`config.mk`:
```
export PLATFORM = sky130hd
export DESIGN_NAME = vepi_encoder_flat
export DESIGN_NICKNAME = d
export VERILOG_FILES = /design/src/verilog/vepi_pkg.sv /design/src/verilog/vepi_if.sv /design/src/verilog/vepi_fifo.sv /design/src/verilog/vepi_encoder.sv /design/src/flat_wrapper.sv
export SDC_FILE = /design/constraint.sdc
export NUM_CORES = 1
export LEC_CHECK = 0
export BUFFER_PORTS_ARGS = -buffer_cell sky130_fd_sc_hd__buf_4
export CAP_MARGIN = 25
export CORE_MARGIN = 2
export CORE_UTILIZATION = 45
export CTS_CLUSTER_SIZE = 24
export DETAILED_ROUTE_END_ITERATION = 16
export PLACE_DENSITY = 0.72
export SKIP_CTS_REPAIR_TIMING = 1
export SLEW_MARGIN = 20
export SYNTH_ARGS = -nofsm -noshare
export SYNTH_HDL_FRONTEND = slang
export SYNTH_SLANG_ARGS = --single-unit
```
`constraint.sdc`:
```
create_clock -name sys_clk -period 6.4 [get_ports sys_clk]
set_input_delay 0.64 -clock sys_clk [delete_from_list [all_inputs] [get_ports sys_clk]]
set_output_delay 0.64 -clock sys_clk [all_outputs]
set_load 0.05 [all_outputs]
```
`src/verilog/vepi_pkg.sv`:
```
// Shared constants for the 8-bit pixel input port and its video source.
package vepi_pkg;

    // ------------------------------------------------------------------
    // Control byte layout and input mode codes
    // ------------------------------------------------------------------
    localparam int         MODE_LSB       = 4;
    localparam int         MODE_MSB       = 6;
    localparam int         EDGE_LSB       = 1;
    localparam int         EDGE_MSB       = 2;
    localparam logic [7:0] CTRL_RESET     = 8'h00;
    localparam logic [2:0] MODE_SD        = 3'h0;
    localparam logic [2:0] MODE_DDR       = 3'h2;
    localparam logic [2:0] MODE_ED54      = 3'h7;

    // ------------------------------------------------------------------
    // Timing reference codes and blanking levels
    // ------------------------------------------------------------------
    localparam logic [7:0] CODE_ONES      = 8'hFF;
    localparam logic [7:0] CODE_ZEROS     = 8'h00;
    localparam logic [7:0] BLANK_LUMA     = 8'h10;
    localparam logic [7:0] BLANK_CHROMA   = 8'h80;
    localparam int         XY_H           = 4;
    localparam int         XY_V           = 5;
    localparam int         XY_F           = 6;
    localparam int         CODE_WORDS     = 4;

    // ------------------------------------------------------------------
    // Clock timing
    // ------------------------------------------------------------------
    localparam int         SYS_CLK_MHZ    = 100;
    localparam int         SD_PCLK_MHZ    = 27;
    localparam int         ED54_PCLK_MHZ  = 54;
    // A half period of the pixel clock, rounded down, never below one.
    localparam int         SD_HALF_RAW    = SYS_CLK_MHZ / (2 * SD_PCLK_MHZ);
    localparam int         ED54_HALF_RAW  = SYS_CLK_MHZ / (2 * ED54_PCLK_MHZ);
    localparam logic [1:0] SD_HALF_CYC    = (SD_HALF_RAW < 1) ? 2'h1
                                            : 2'(SD_HALF_RAW);
    localparam logic [1:0] ED54_HALF_CYC  = (ED54_HALF_RAW < 1) ? 2'h1
                                            : 2'(ED54_HALF_RAW);
    // Double rate needs a mid-period slot to move data away from edges.
    localparam logic [1:0] DDR_HALF_CYC   = 2'h2;

    // ------------------------------------------------------------------
    // Line and frame shape produced by the source
    // ------------------------------------------------------------------
    localparam logic [4:0] ACTIVE_WORDS   = 5'h10;
    localparam logic [4:0] BLANK_WORDS    = 5'h04;
    localparam logic [2:0] LINES_FRAME    = 3'h6;
    localparam logic [2:0] VBLANK_LINES   = 3'h2;

    // ------------------------------------------------------------------
    // Sample buffer
    // ------------------------------------------------------------------
    localparam int         FIFO_DEPTH     = 32;
    localparam int         FIFO_WIDTH     = 10;

endpackage

```
`src/verilog/vepi_if.sv`:
```
// Pixel link between the video source and the encoder input port.
interface vepi_if;

    // Pixel clock, data bus and optional external syncs.
    logic       pixel_clock_input;
    logic [7:0] pixel_bus;
    logic       line_sync_n;
    logic       frame_sync_n;

    modport source (
        output pixel_clock_input,
        output pixel_bus,
        output line_sync_n,
        output frame_sync_n
    );

    modport encoder (
        input  pixel_clock_input,
        input  pixel_bus,
        input  line_sync_n,
        input  frame_sync_n
    );

endinterface

```
`src/verilog/vepi_fifo.sv`:
```
// Sample FIFO with a registered output stage.
module vepi_fifo #(
    parameter int WIDTH = 10,
    parameter int DEPTH = 32
) (
    // Clock and reset
    input  wire logic             sys_clk,
    input  wire logic             arst_n,
    // Filling side
    input  wire logic             in_valid,
    output      logic             in_ready,
    input  wire logic [WIDTH-1:0] in_data,
    // Draining side
    output      logic             out_valid,
    input  wire logic             out_ready,
    output      logic [WIDTH-1:0] out_data
);

    localparam int AW = $clog2(DEPTH);

    logic [WIDTH-1:0] mem [DEPTH];
    logic [AW-1:0]    wr_ptr;
    logic [AW-1:0]    rd_ptr;
    logic [AW:0]      count;
    wire              in_fire;
    wire              load;

    // -----------------------------------------------------------------
    // Flow control
    // -----------------------------------------------------------------
    // The output register counts as one extra slot beyond DEPTH.
    assign in_ready = (count != (AW+1)'(DEPTH));
    assign in_fire  = in_valid & in_ready;
    assign load     = (count != '0) & (~out_valid | out_ready);

    // Storage array carries no reset.
    always_ff @(posedge sys_clk) begin
        if (in_fire) begin
            mem[wr_ptr] <= in_data;
        end
    end

    // Pointers, fill level and output stage.
    always_ff @(posedge sys_clk or negedge arst_n) begin
        if (!arst_n) begin
            wr_ptr    <= '0;
            rd_ptr    <= '0;
            count     <= '0;
            out_valid <= 1'b0;
            out_data  <= '0;
        end else begin
            wr_ptr <= in_fire ? wr_ptr + 1'b1 : wr_ptr;
            rd_ptr <= load ? rd_ptr + 1'b1 : rd_ptr;
            count  <= count + (AW+1)'(in_fire) - (AW+1)'(load);
            if (load) begin
                out_valid <= 1'b1;
                out_data  <= mem[rd_ptr];
            end else if (out_ready) begin
                out_valid <= 1'b0;
            end
        end
    end

endmodule

```
`src/verilog/vepi_encoder.sv`:
```
// Encoder end of the 8-bit pixel input port.
//
// What this block does
// - Input mode from control bits 6 to 4.
// - Standard definition mode after reset.
// - Code 000: 8-bit 4:2:2 at 27 MHz.
// - Timing from external syncs or embedded codes.
// - Bus bit 0 is the least significant.
// - Standard definition framing follows BT.601/656 conventions.
// - Code 010: capture on both clock edges.
// - Double rate: luma one edge, chroma other.
// - Luma edge chosen by control bit 1; bit 2 is ignored.
// - Code 111: 8-bit 4:2:2 at 54 MHz.
// - 54 MHz mode uses embedded codes only.
module vepi_encoder (
    // Clock and reset
    input  wire logic       sys_clk,
    input  wire logic       arst_n,
    // Pixel link from the source
    vepi_if.encoder         vid,
    // Control byte write
    input  wire logic       ctrl_wr,
    input  wire logic [7:0] ctrl_data,
    input  wire logic       ext_sync_en,
    // Received sample stream
    output      logic       pix_valid,
    input  wire logic       pix_ready,
    output      logic [7:0] pix_data,
    output      logic       pix_is_luma,
    output      logic       pix_line_start,
    // Status
    output      logic [2:0] active_mode,
    output      logic       overflow
);

    // -----------------------------------------------------------------
    // Declarations
    // -----------------------------------------------------------------
    logic [7:0] ctrl;
    logic       pclk_q;
    logic       pclk_prev;
    logic [7:0] bus_q;
    logic       lsync_q;
    logic       fsync_q;
    logic       ext_active_prev;
    logic [7:0] hist1;
    logic [7:0] hist2;
    logic [7:0] hist3;
    logic       emb_active;
    logic       line_pend;
    logic [1:0] phase;
    wire  [2:0] mode;
    wire  [1:0] edge_sel;
    wire        mode_ok;
    wire        is_ddr;
    wire        luma_fall;
    wire        rise;
    wire        fall;
    wire        capture;
    wire        use_ext;
    wire        code_hit;
    wire        is_eav;
    wire        is_sav;
    wire        word_ones;
    wire        ext_active;
    wire        ext_start;
    wire        active_now;
    wire        push;
    wire        sample_luma;
    wire        fifo_ready;
    localparam int FIFO_W = vepi_pkg::FIFO_WIDTH;
    wire        resync;
    wire [FIFO_W-1:0] fifo_in;

    // -----------------------------------------------------------------
    // Control decode
    // -----------------------------------------------------------------
    // Only the three 8-bit input modes are accepted; other codes stop
    // capture rather than guess at a wider-bus format.
    assign mode      = ctrl[vepi_pkg::MODE_MSB:vepi_pkg::MODE_LSB];
    assign edge_sel  = ctrl[vepi_pkg::EDGE_MSB:vepi_pkg::EDGE_LSB];
    assign is_ddr    = (mode == vepi_pkg::MODE_DDR);
    assign mode_ok   = (mode == vepi_pkg::MODE_SD)
                     | is_ddr
                     | (mode == vepi_pkg::MODE_ED54);
    assign luma_fall = edge_sel[0];
    // External syncs are never trusted in the 54 MHz mode.
    assign use_ext   = ext_sync_en
                     & (mode != vepi_pkg::MODE_ED54);
    // A mode change invalidates any partly seen timing code.
    assign resync    = ctrl_wr
                     & (ctrl_data[vepi_pkg::MODE_MSB:vepi_pkg::MODE_LSB]
                        != mode);

    // Control byte; reset value selects standard definition.
    always_ff @(posedge sys_clk or negedge arst_n) begin
        if (!arst_n) begin
            ctrl <= vepi_pkg::CTRL_RESET;
        end else if (ctrl_wr) begin
            ctrl <= ctrl_data;
        end
    end

    // -----------------------------------------------------------------
    // Pin sampling and edge detection
    // -----------------------------------------------------------------
    // Pins are synchronous, so one register stage aligns clock and data.
    always_ff @(posedge sys_clk or negedge arst_n) begin
        if (!arst_n) begin
            pclk_q          <= 1'b0;
            pclk_prev       <= 1'b0;
            bus_q           <= '0;
            lsync_q         <= 1'b1;
            fsync_q         <= 1'b1;
            ext_active_prev <= 1'b0;
        end else begin
            pclk_q          <= vid.pixel_clock_input;
            pclk_prev       <= pclk_q;
            bus_q           <= vid.pixel_bus;
            lsync_q         <= vid.line_sync_n;
            fsync_q         <= vid.frame_sync_n;
            ext_active_prev <= ext_active;
        end
    end

    assign rise    = pclk_q & ~pclk_prev;
    assign fall    = ~pclk_q & pclk_prev;
    // Double rate takes a word on every edge, the other two accepted modes on rising.
    assign capture = mode_ok & (is_ddr ? (rise | fall) : rise);

    // -----------------------------------------------------------------
    // Embedded timing code detection
    // -----------------------------------------------------------------
    assign word_ones = (bus_q == vepi_pkg::CODE_ONES);
    assign code_hit  = capture
                     & (hist3 == vepi_pkg::CODE_ONES)
                     & (hist2 == vepi_pkg::CODE_ZEROS)
                     & (hist1 == vepi_pkg::CODE_ZEROS);
    assign is_eav    = code_hit & bus_q[vepi_pkg::XY_H];
    assign is_sav    = code_hit & ~bus_q[vepi_pkg::XY_H]
                     & ~bus_q[vepi_pkg::XY_V];

    // History of the last three captured words.
    always_ff @(posedge sys_clk or negedge arst_n) begin
        if (!arst_n) begin
            hist1 <= '0;
            hist2 <= '0;
            hist3 <= '0;
        end else if (resync) begin
            hist1 <= '0;
            hist2 <= '0;
            hist3 <= '0;
        end else if (capture) begin
            hist1 <= bus_q;
            hist2 <= hist1;
            hist3 <= hist2;
        end
    end

    // Active video window from the codes. An all-ones word cannot be
    // video, so it closes the window before the end code completes and
    // keeps the preamble out of the sample stream.
    always_ff @(posedge sys_clk or negedge arst_n) begin
        if (!arst_n) begin
            emb_active <= 1'b0;
        end else if (resync) begin
            emb_active <= 1'b0;
        end else if (is_sav) begin
            emb_active <= 1'b1;
        end else if (is_eav | (capture & word_ones)) begin
            emb_active <= 1'b0;
        end
    end

    // -----------------------------------------------------------------
    // Timing source selection
    // -----------------------------------------------------------------
    // Both syncs high marks active video in external mode.
    assign ext_active = lsync_q & fsync_q;
    assign ext_start  = ext_active & ~ext_active_prev;
    assign active_now = use_ext ? ext_active : emb_active;

    // -----------------------------------------------------------------
    // Sample tagging and hand-off
    // -----------------------------------------------------------------
    assign push = capture & active_now & ~(~use_ext & word_ones);
    // Double rate tags luma by edge; single rate by position in the
    // Cb Y Cr Y sequence, where every odd word is luma.
    assign sample_luma = is_ddr ? (luma_fall ? fall : rise)
                                : phase[0];
    assign fifo_in = {line_pend, sample_luma, bus_q};

    // Line start marker and sample phase.
    always_ff @(posedge sys_clk or negedge arst_n) begin
        if (!arst_n) begin
            line_pend <= 1'b0;
            phase     <= '0;
        end else if (use_ext ? ext_start : is_sav) begin
            line_pend <= 1'b1;
            phase     <= '0;
        end else if (push) begin
            line_pend <= 1'b0;
            phase     <= phase + 2'h1;
        end
    end

    // The link cannot be stalled, so a full buffer drops the sample and
    // reports it; the sink must keep up on average.
    always_ff @(posedge sys_clk or negedge arst_n) begin
        if (!arst_n) begin
            overflow    <= 1'b0;
            active_mode <= vepi_pkg::MODE_SD;
        end else begin
            overflow    <= push & ~fifo_ready;
            active_mode <= mode;
        end
    end

    // Sample buffer between the link and the user side.
    vepi_fifo #(
        .WIDTH (FIFO_W),
        .DEPTH (vepi_pkg::FIFO_DEPTH)
    ) u_fifo (
        .sys_clk   (sys_clk),
        .arst_n    (arst_n),
        .in_valid  (push),
        .in_ready  (fifo_ready),
        .in_data   (fifo_in),
        .out_valid (pix_valid),
        .out_ready (pix_ready),
        .out_data  ({pix_line_start, pix_is_luma, pix_data})
    );

endmodule

```
`src/flat_wrapper.sv`:
```
// flat-port wrapper written by rule: the top's interface ports become plain ports
module vepi_encoder_flat 
  (sys_clk, arst_n, ctrl_wr, ctrl_data, ext_sync_en, pix_valid, pix_ready, pix_data, pix_is_luma, pix_line_start, active_mode, overflow, vid_pixel_clock_input, vid_pixel_bus, vid_line_sync_n, vid_frame_sync_n);
  vepi_if vid_i ();
  input  wire logic sys_clk;
  input  wire logic arst_n;
  input  wire logic ctrl_wr;
  input  wire logic [7:0] ctrl_data;
  input  wire logic ext_sync_en;
  output      logic pix_valid;
  input  wire logic pix_ready;
  output      logic [7:0] pix_data;
  output      logic pix_is_luma;
  output      logic pix_line_start;
  output      logic [2:0] active_mode;
  output      logic overflow;
  input wire logic [$bits(vid_i.pixel_clock_input)-1:0] vid_pixel_clock_input;
  input wire logic [$bits(vid_i.pixel_bus)-1:0] vid_pixel_bus;
  input wire logic [$bits(vid_i.line_sync_n)-1:0] vid_line_sync_n;
  input wire logic [$bits(vid_i.frame_sync_n)-1:0] vid_frame_sync_n;
  assign vid_i.pixel_clock_input = vid_pixel_clock_input;
  assign vid_i.pixel_bus = vid_pixel_bus;
  assign vid_i.line_sync_n = vid_line_sync_n;
  assign vid_i.frame_sync_n = vid_frame_sync_n;
  vepi_encoder u_core (.sys_clk(sys_clk), .arst_n(arst_n), .vid(vid_i), .ctrl_wr(ctrl_wr), .ctrl_data(ctrl_data), .ext_sync_en(ext_sync_en), .pix_valid(pix_valid), .pix_ready(pix_ready), .pix_data(pix_data), .pix_is_luma(pix_is_luma), .pix_line_start(pix_line_start), .active_mode(active_mode), .overflow(overflow));
endmodule
```
== Word-level counts from Yosys, hierarchy flattened ==
Memories as Yosys holds them, arrays and structs flattened. A register that Yosys moved wholly into a read port is not among the register bits.
Index checks and enable logic that the tools add are counted.

* Bitwise logic cells: 34
* Reduce and logical (&&, ||, !) cells: 9
* Muxes and demuxes: 22
* $add $sub $neg: 5
* Equal/unequal tests: 7

{| class="wikitable"
|+ Operator list
! kind !! number
|-
| $mux 8 || 6
|-
| $and 1x1->1 || 20
|-
| $eq 8x8->1 const B || 2
|-
| $logic_not 8->1 || 2
|-
| $mux 1 || 14
|-
| $add 5x1->5 const B || 2
|-
| $not 1->1 || 9
|-
| $add 6x1->6 || 1
|-
| $ne 6x6->1 const B || 1
|-
| $reduce_bool 2->1 || 3
|-
| $reduce_bool 6->1 || 1
|-
| $sub 6x1->6 || 1
|-
| $or 1x1->1 || 5
|-
| $mux 2 || 2
|-
| $eq 3x2->1 const B || 1
|-
| $eq 3x3->1 const B || 1
|-
| $logic_not 3->1 || 1
|-
| $ne 3x3->1 || 1
|-
| $ne 3x3->1 const B || 1
|-
| $reduce_bool 3->1 || 1
|-
| $add 2x1->2 const B || 1
|-
| $logic_not 1->1 || 1
|}

* Bits in writable memories: 320
* Register bits after elaboration: 69
* Input bits: 24
* Memories: 1

{| class="wikitable"
|+ Memories
! memory !! words !! width !! rd ports !! clocked after memory_dff !! write ports !! line !! RTL
|-
| u_core.u_fifo.mem || 32 || 10 || 1 || 1 || 1 || vepi_fifo.sv:21 || <nowiki>logic [WIDTH-1:0] mem [DEPTH];</nowiki>
|}

== Logic depth before layout (Yosys ltp) ==
* Depth in word-level cells: 13
* Gate-level depth with buffers: 14
* Depth with buffers taken out: 14

== Hierarchy ==
From an unflattened synthesis, not the netlist that was laid out.

* Cell total of the unflattened synthesis: 895
* Area total of the unflattened synthesis: 15,637.5 um^2

{| class="wikitable"
|+ By module, submodules not included
! module !! instances !! area an instance (um^2) !! cells an instance
|-
| vepi_fifo || 1 || 13,681.9 || 713
|-
| vepi_encoder || 1 || 1,955.6 || 182
|}

== Worst setup path before layout ==
No wires, ideal clock.

* Kind: register to register
* Start: register u_core.bus_q[5]
* End: register u_core.u_fifo.count[5]
* Stages on the path, launching flop included: 13
* Setup time: 0.079 ns
* Path buffers: 0
* Setup slack: 3.653 ns
* Data arrival time: 2.668 ns
* Cell sequence: dfrtp_1 -> nand4_1 -> o221ai_1 -> nand2_1 -> nand3_1 -> ha_1 -> inv_1 -> ha_1 -> a21o_1 -> a21oi_1 -> o21bai_1 -> a21oi_1 -> xor2_1

* Word-level cells in the longest chain between the ends: 7

{| class="wikitable"
|+ Ends and longest elaborated chain
! what !! line !! RTL
|-
| from (decl) || vepi_encoder.sv:42 || <nowiki>logic [7:0] bus_q;</nowiki>
|-
| from (signal assigned) || vepi_encoder.sv:119 || <nowiki>bus_q <= vid.pixel_bus;</nowiki>
|-
| $eq 8x8->1 || vepi_encoder.sv:134 || <nowiki>assign word_ones = (bus_q == vepi_pkg::CODE_ONES);</nowiki>
|-
| $and 1x1->1 || vepi_encoder.sv:186 || <nowiki>assign push = capture & active_now & ~(~use_ext & word_ones);</nowiki>
|-
| $not 1->1 || vepi_encoder.sv:186 ||
|-
| $and 1x1->1 || vepi_encoder.sv:186 ||
|-
| $and 1x1->1 || vepi_fifo.sv:33 || <nowiki>assign in_fire = in_valid & in_ready;</nowiki>
|-
| $add 6x1->6 || vepi_fifo.sv:54 || <nowiki>count <= count + (AW+1)'(in_fire) - (AW+1)'(load);</nowiki>
|-
| $sub 6x1->6 || vepi_fifo.sv:54 ||
|-
| to (signal assigned) || vepi_fifo.sv:54 ||
|-
| to (decl) || vepi_fifo.sv:24 || <nowiki>logic [AW:0] count;</nowiki>
|}

No other way between the ends.
A chain may end at the register's enable or synchronous reset.

== Final worst setup path ==
* Start: register u_core.pclk_prev
* End: memory u_core.u_fifo.mem[24][3], enable pin

* Word-level cells in the longest chain between the ends: 10
* Elaborated cells on any way between the ends: 11
* Those cells by class: mux: 3; bitwise: 8

{| class="wikitable"
|+ Ends and longest elaborated chain
! what !! line !! RTL
|-
| from (decl) || vepi_encoder.sv:41 || <nowiki>logic pclk_prev;</nowiki>
|-
| from (signal assigned) || vepi_encoder.sv:118 || <nowiki>pclk_prev <= pclk_q;</nowiki>
|-
| $not 1->1 || vepi_encoder.sv:126 || <nowiki>assign rise = pclk_q & ~pclk_prev;</nowiki>
|-
| $and 1x1->1 || vepi_encoder.sv:126 ||
|-
| $or 1x1->1 || vepi_encoder.sv:129 || <nowiki>assign capture = mode_ok & (is_ddr ? (rise | fall) : rise);</nowiki>
|-
| $mux 1 * || vepi_encoder.sv:129 ||
|-
| $and 1x1->1 * || vepi_encoder.sv:129 ||
|-
| $and 1x1->1 * (2 in a row) || vepi_encoder.sv:186 ||
|-
| $and 1x1->1 * || vepi_fifo.sv:33 ||
|-
| $mux 1 * || vepi_fifo.sv:38 || <nowiki>if (in_fire) begin</nowiki>
|-
| $mux 1 (not written as such) * || vepi_fifo.sv:39 || <nowiki>mem[wr_ptr] <= in_data;</nowiki>
|-
| to (decl) || vepi_fifo.sv:21 ||
|}

Mark *: on every way between the ends. The rest lies on a longest branch, timed or not.

==> metrics.md <==
| Metric | Value |
|---|---|
| FMAX | `about 0.28 GHz` |
| Top cell type's share of synthesized area | `61.22%` |
| Tmin final | `approximately 3600 ps` |
| Worst setup EP type | `flip-flop` |
| Internal power | `around 5 mW` |
| RSZ-0062 raised after global routing | `false` |
| CTS buffer count | `40` |
| Post-synthesis sequential area ratio | `between 70% and 80%` |
| Clock slew seen by the registers of the worst setup and hold paths | `60 ps` |
| Placed Area | `roughly 16000 um2` |
| Non-filler cells, final | `between 1000 and 1500` |
| Initial antenna violation count | `0` |
| Iter 0 DRT Violations | `880` |
| Comb power frac | `23.1%` |
| Crit start category | `flip-flop` |
| Fin. Hold Viols | `10` |
| H-tree depth | `2` |
| Drt pass-1 iters | `5` |
| Total power | `roughly 7.1 mW` |
| Ports | `39` |
| CP Max Fanout | `32` |
| Clk pwr share | `between 30% and 40%` |
| Critical path class | `flip-flop to flip-flop` |
| Post-synth EDFFs | `320` |
| Finished Cell Area | `17830 um2` |
| CTS tree | `done` |
| Required @ worst endpoint | `about 6500 ps` |
| Die X | `roughly 190 um` |
| N_diodes | `0` |
| Clock tree buffer depth | `3` |
| First-pass GRT wire length | `just under 50000 um` |
| Max cap viols | `0` |
| Status | `finished with violations` |
| Dpl hpwl | `approximately 19000 um` |
| Largest net degree at the start of global routing | `between 70 and 80` |
| Core area | `34460 um2` |
| Failing checks | `hold timing` |
| Largest area contributor in the netlist | `edfxtp_1` |
| Sw Ratio | `between 20% and 30%` |
| Vias in the first global route | `8286` |
| Final core utilization | `51.74%` |
| Cell Rows | `between 60 and 70` |
| DRC violations left | `0` |
| Worst min path class | `primary input to asynchronous set/reset pin` |
| Input/output buffers | `34` |
| Starting Density | `between 40% and 50%` |
| Crit path DAT | `around 3800 ps` |
| Overflow left after global routing | `0` |
| Layout cell share with drive strength beyond 1 | `19.82%` |
| Nets | `a little over 1000` |
| Vias | `~8300` |
| Setup violations, final | `0` |
| Total track usage | `between 10% and 20%` |
| Tcrit/Tclk final | `approximately 57%` |
| Sw power | `around 2.1 mW` |
| Flop pwr share | `about 44%` |
| Max_slew headroom | `about 17%` |
| Area contributors post-synth | `edfxtp_1, dfrtp_1, mux4_2` |
| Static leakage | `between 6 and 7 nW` |
| WL final | `31520 um` |
| Final TNS setup | `0 ps` |
| Hold Slack | `-4.345 ps` |
| Fraction of registers with async set/reset | `approximately a fifth` |
| Die H | `between 150 and 200 um` |
| Syn. warnings | `0` |
| Maximum VDD drop | `between 0.0003 and 0.0004 V` |
| Placed cells | `between 1000 and 1500` |
| Flops & latches, synth | `395` |
| Post-Syn Instances | `between 900 and 1000` |
| Worst Skew | `~27 ps` |
| Vias per inst | `roughly 5.7` |
| Total die area | `between 30000 and 40000 um2` |
| Final GP Congestion | `0.7418` |
| Worst-Skew Late Latency | `around 540 ps` |
| Remaining antenna violation count | `0` |
| Post-Synthesis Cell Area | `between 15000 and 20000 um2` |
| Clock root cell | `clkbuf_16` |
| Most common cell after layout, fill and taps aside | `edfxtp_1` |
| Avg Cell Area, Syn | `between 15 and 20 um2` |
| Final setup margin | `about 2800 ps` |
| Most frequent cells in the layout | `edfxtp_1, mux2i_1, dfrtp_1` |
| Synth unique cells | `slightly below 60` |
| Power per cell area | `~400 nW/um2` |
| Pre-CTS setup slack | `between 2000 and 3000 ps` |
| Slew at the pin with the worst max-slew slack | `approximately 1200 ps` |
| Net count after synthesis | `approximately 950` |
| Top_reg_cell synth | `edfxtp_1` |
| Clk sinks | `between 300 and 400` |
| Area added between synthesis and finish | `13.58%` |
| Max Slew Vio Count | `0` |
| Routed length per placed instance | `~22 um` |
[power by group through the flow]
stage | registers [mW] | clock network, mW | logic (mW)
5_1_grt | 3.17 | 2.46 | 1.78
6_report | 3.15 | 2.32 | 1.65
2_1_floorplan | 3.15 | 0 | 1.26
4_1_cts | 3.16 | 2.35 | 1.65
3_3_place_gp | 3.21 | 0 | 1.58
3_5_place_dp | 3.21 | 0 | 1.63
[worst max-delay path, stage by stage (launching register included)]
cell     delay [ps]
dfrtp_1         350
inv_1            50
ha_1            280
nor2b_1         150
o21ai_2         190
buf_8           220
nand2_2         480
nand4_1         540
nor2_1          980
[flip-flops by register name (all words and copies together) (netlist names)]
name and cells:
u_core.hist3 8, u_core.bus_q 8, u_core.hist1 8, u_core.u_fifo.out_valid 1
u_core.emb_active 1, u_core.u_fifo.count 6, u_core.hist2 8, u_core.u_fifo.mem 320
u_core.u_fifo.rd_ptr 5, u_core.phase 1, u_core.line_pend 1, u_core.active_mode 3
u_core.u_fifo.wr_ptr 5, u_core.ext_active_prev 1, u_core.ctrl 4, u_core.lsync_q 1
u_core.pclk_q 1, u_core.u_fifo.out_data 10, u_core.fsync_q 1, u_core.pclk_prev 1
u_core.overflow 1
[final timing paths]
| path | startpoint | to | slack, ps | depth (start not counted) |
|---|---|---|---|---|
| min in group sys_clk | vid_pixel_bus[4] | u_core.bus_q[4] | 220 | 1 |
| min | arst_n | u_core.hist2[4] | -4 | 1 |
| max in group asynchronous | arst_n | u_core.fsync_q | 5800 | 2 |
| max reg2reg | u_core.pclk_prev | u_core.u_fifo.mem[24][3] | 2770 | 8 |
| min reg2reg | u_core.pclk_q | u_core.pclk_prev | 410 | 0 |
| max | u_core.pclk_prev | u_core.u_fifo.mem[24][3] | 2770 | 8 |
[routing by layer]
metal	global-route usage, %	share of wire [%]	vias to the layer above
met2	27.31	47	297
li1	-	-	3689
met4	3.876	1.4	0
met5	0	0	-
met3	3.294	7.1	36
met1	25.97	45	4246
[kinds of logic after synthesis]
group | count (synthesis) | synth area share (%)
compound gates | 97 | 4.209
xor+xnor | 16 | 0.8928
fa+ha+maj | 17 | 1.403
buf+inv | 58 | 2.073
flops | 395 | 73.19
mux | 129 | 11.66
simple gates | 200 | 6.568
[Yosys cell counts (3+ instances only)]
cell,number
buf_6,6
o22ai_1,39
nor2_1,62
edfxtp_1,320
clkbuf_1,15
buf_2,14
nor4_1,11
xnor2_1,7
nand3b_1,6
nand4_1,10
nand2b_1,3
nand2_1,27
a21oi_1,27
nor4b_1,3
a211oi_1,9
mux2i_1,73
mux4_2,39
inv_1,13
buf_4,5
ha_1,16
mux2_2,15
xor2_1,9
nor3_1,21
a2111oi_0,8
dfrtp_1,73
nor2b_1,13
nand3_1,26
and3_1,3
[area by class of cell]
cell class | count | area (um2)
Sequential cell | 395 | 11500
Clock buffer | 59 | 1216
Inverter | 13 | 48.80
Multi-Input combinational cell | 459 | 3891
Clock inverter | 15 | 115.1
Fill cell | 2713 | 16630
Timing Repair Buffer | 58 | 486.7
Tap cell | 455 | 569.3
Note: power is estimated with default switching activity, not from simulation.
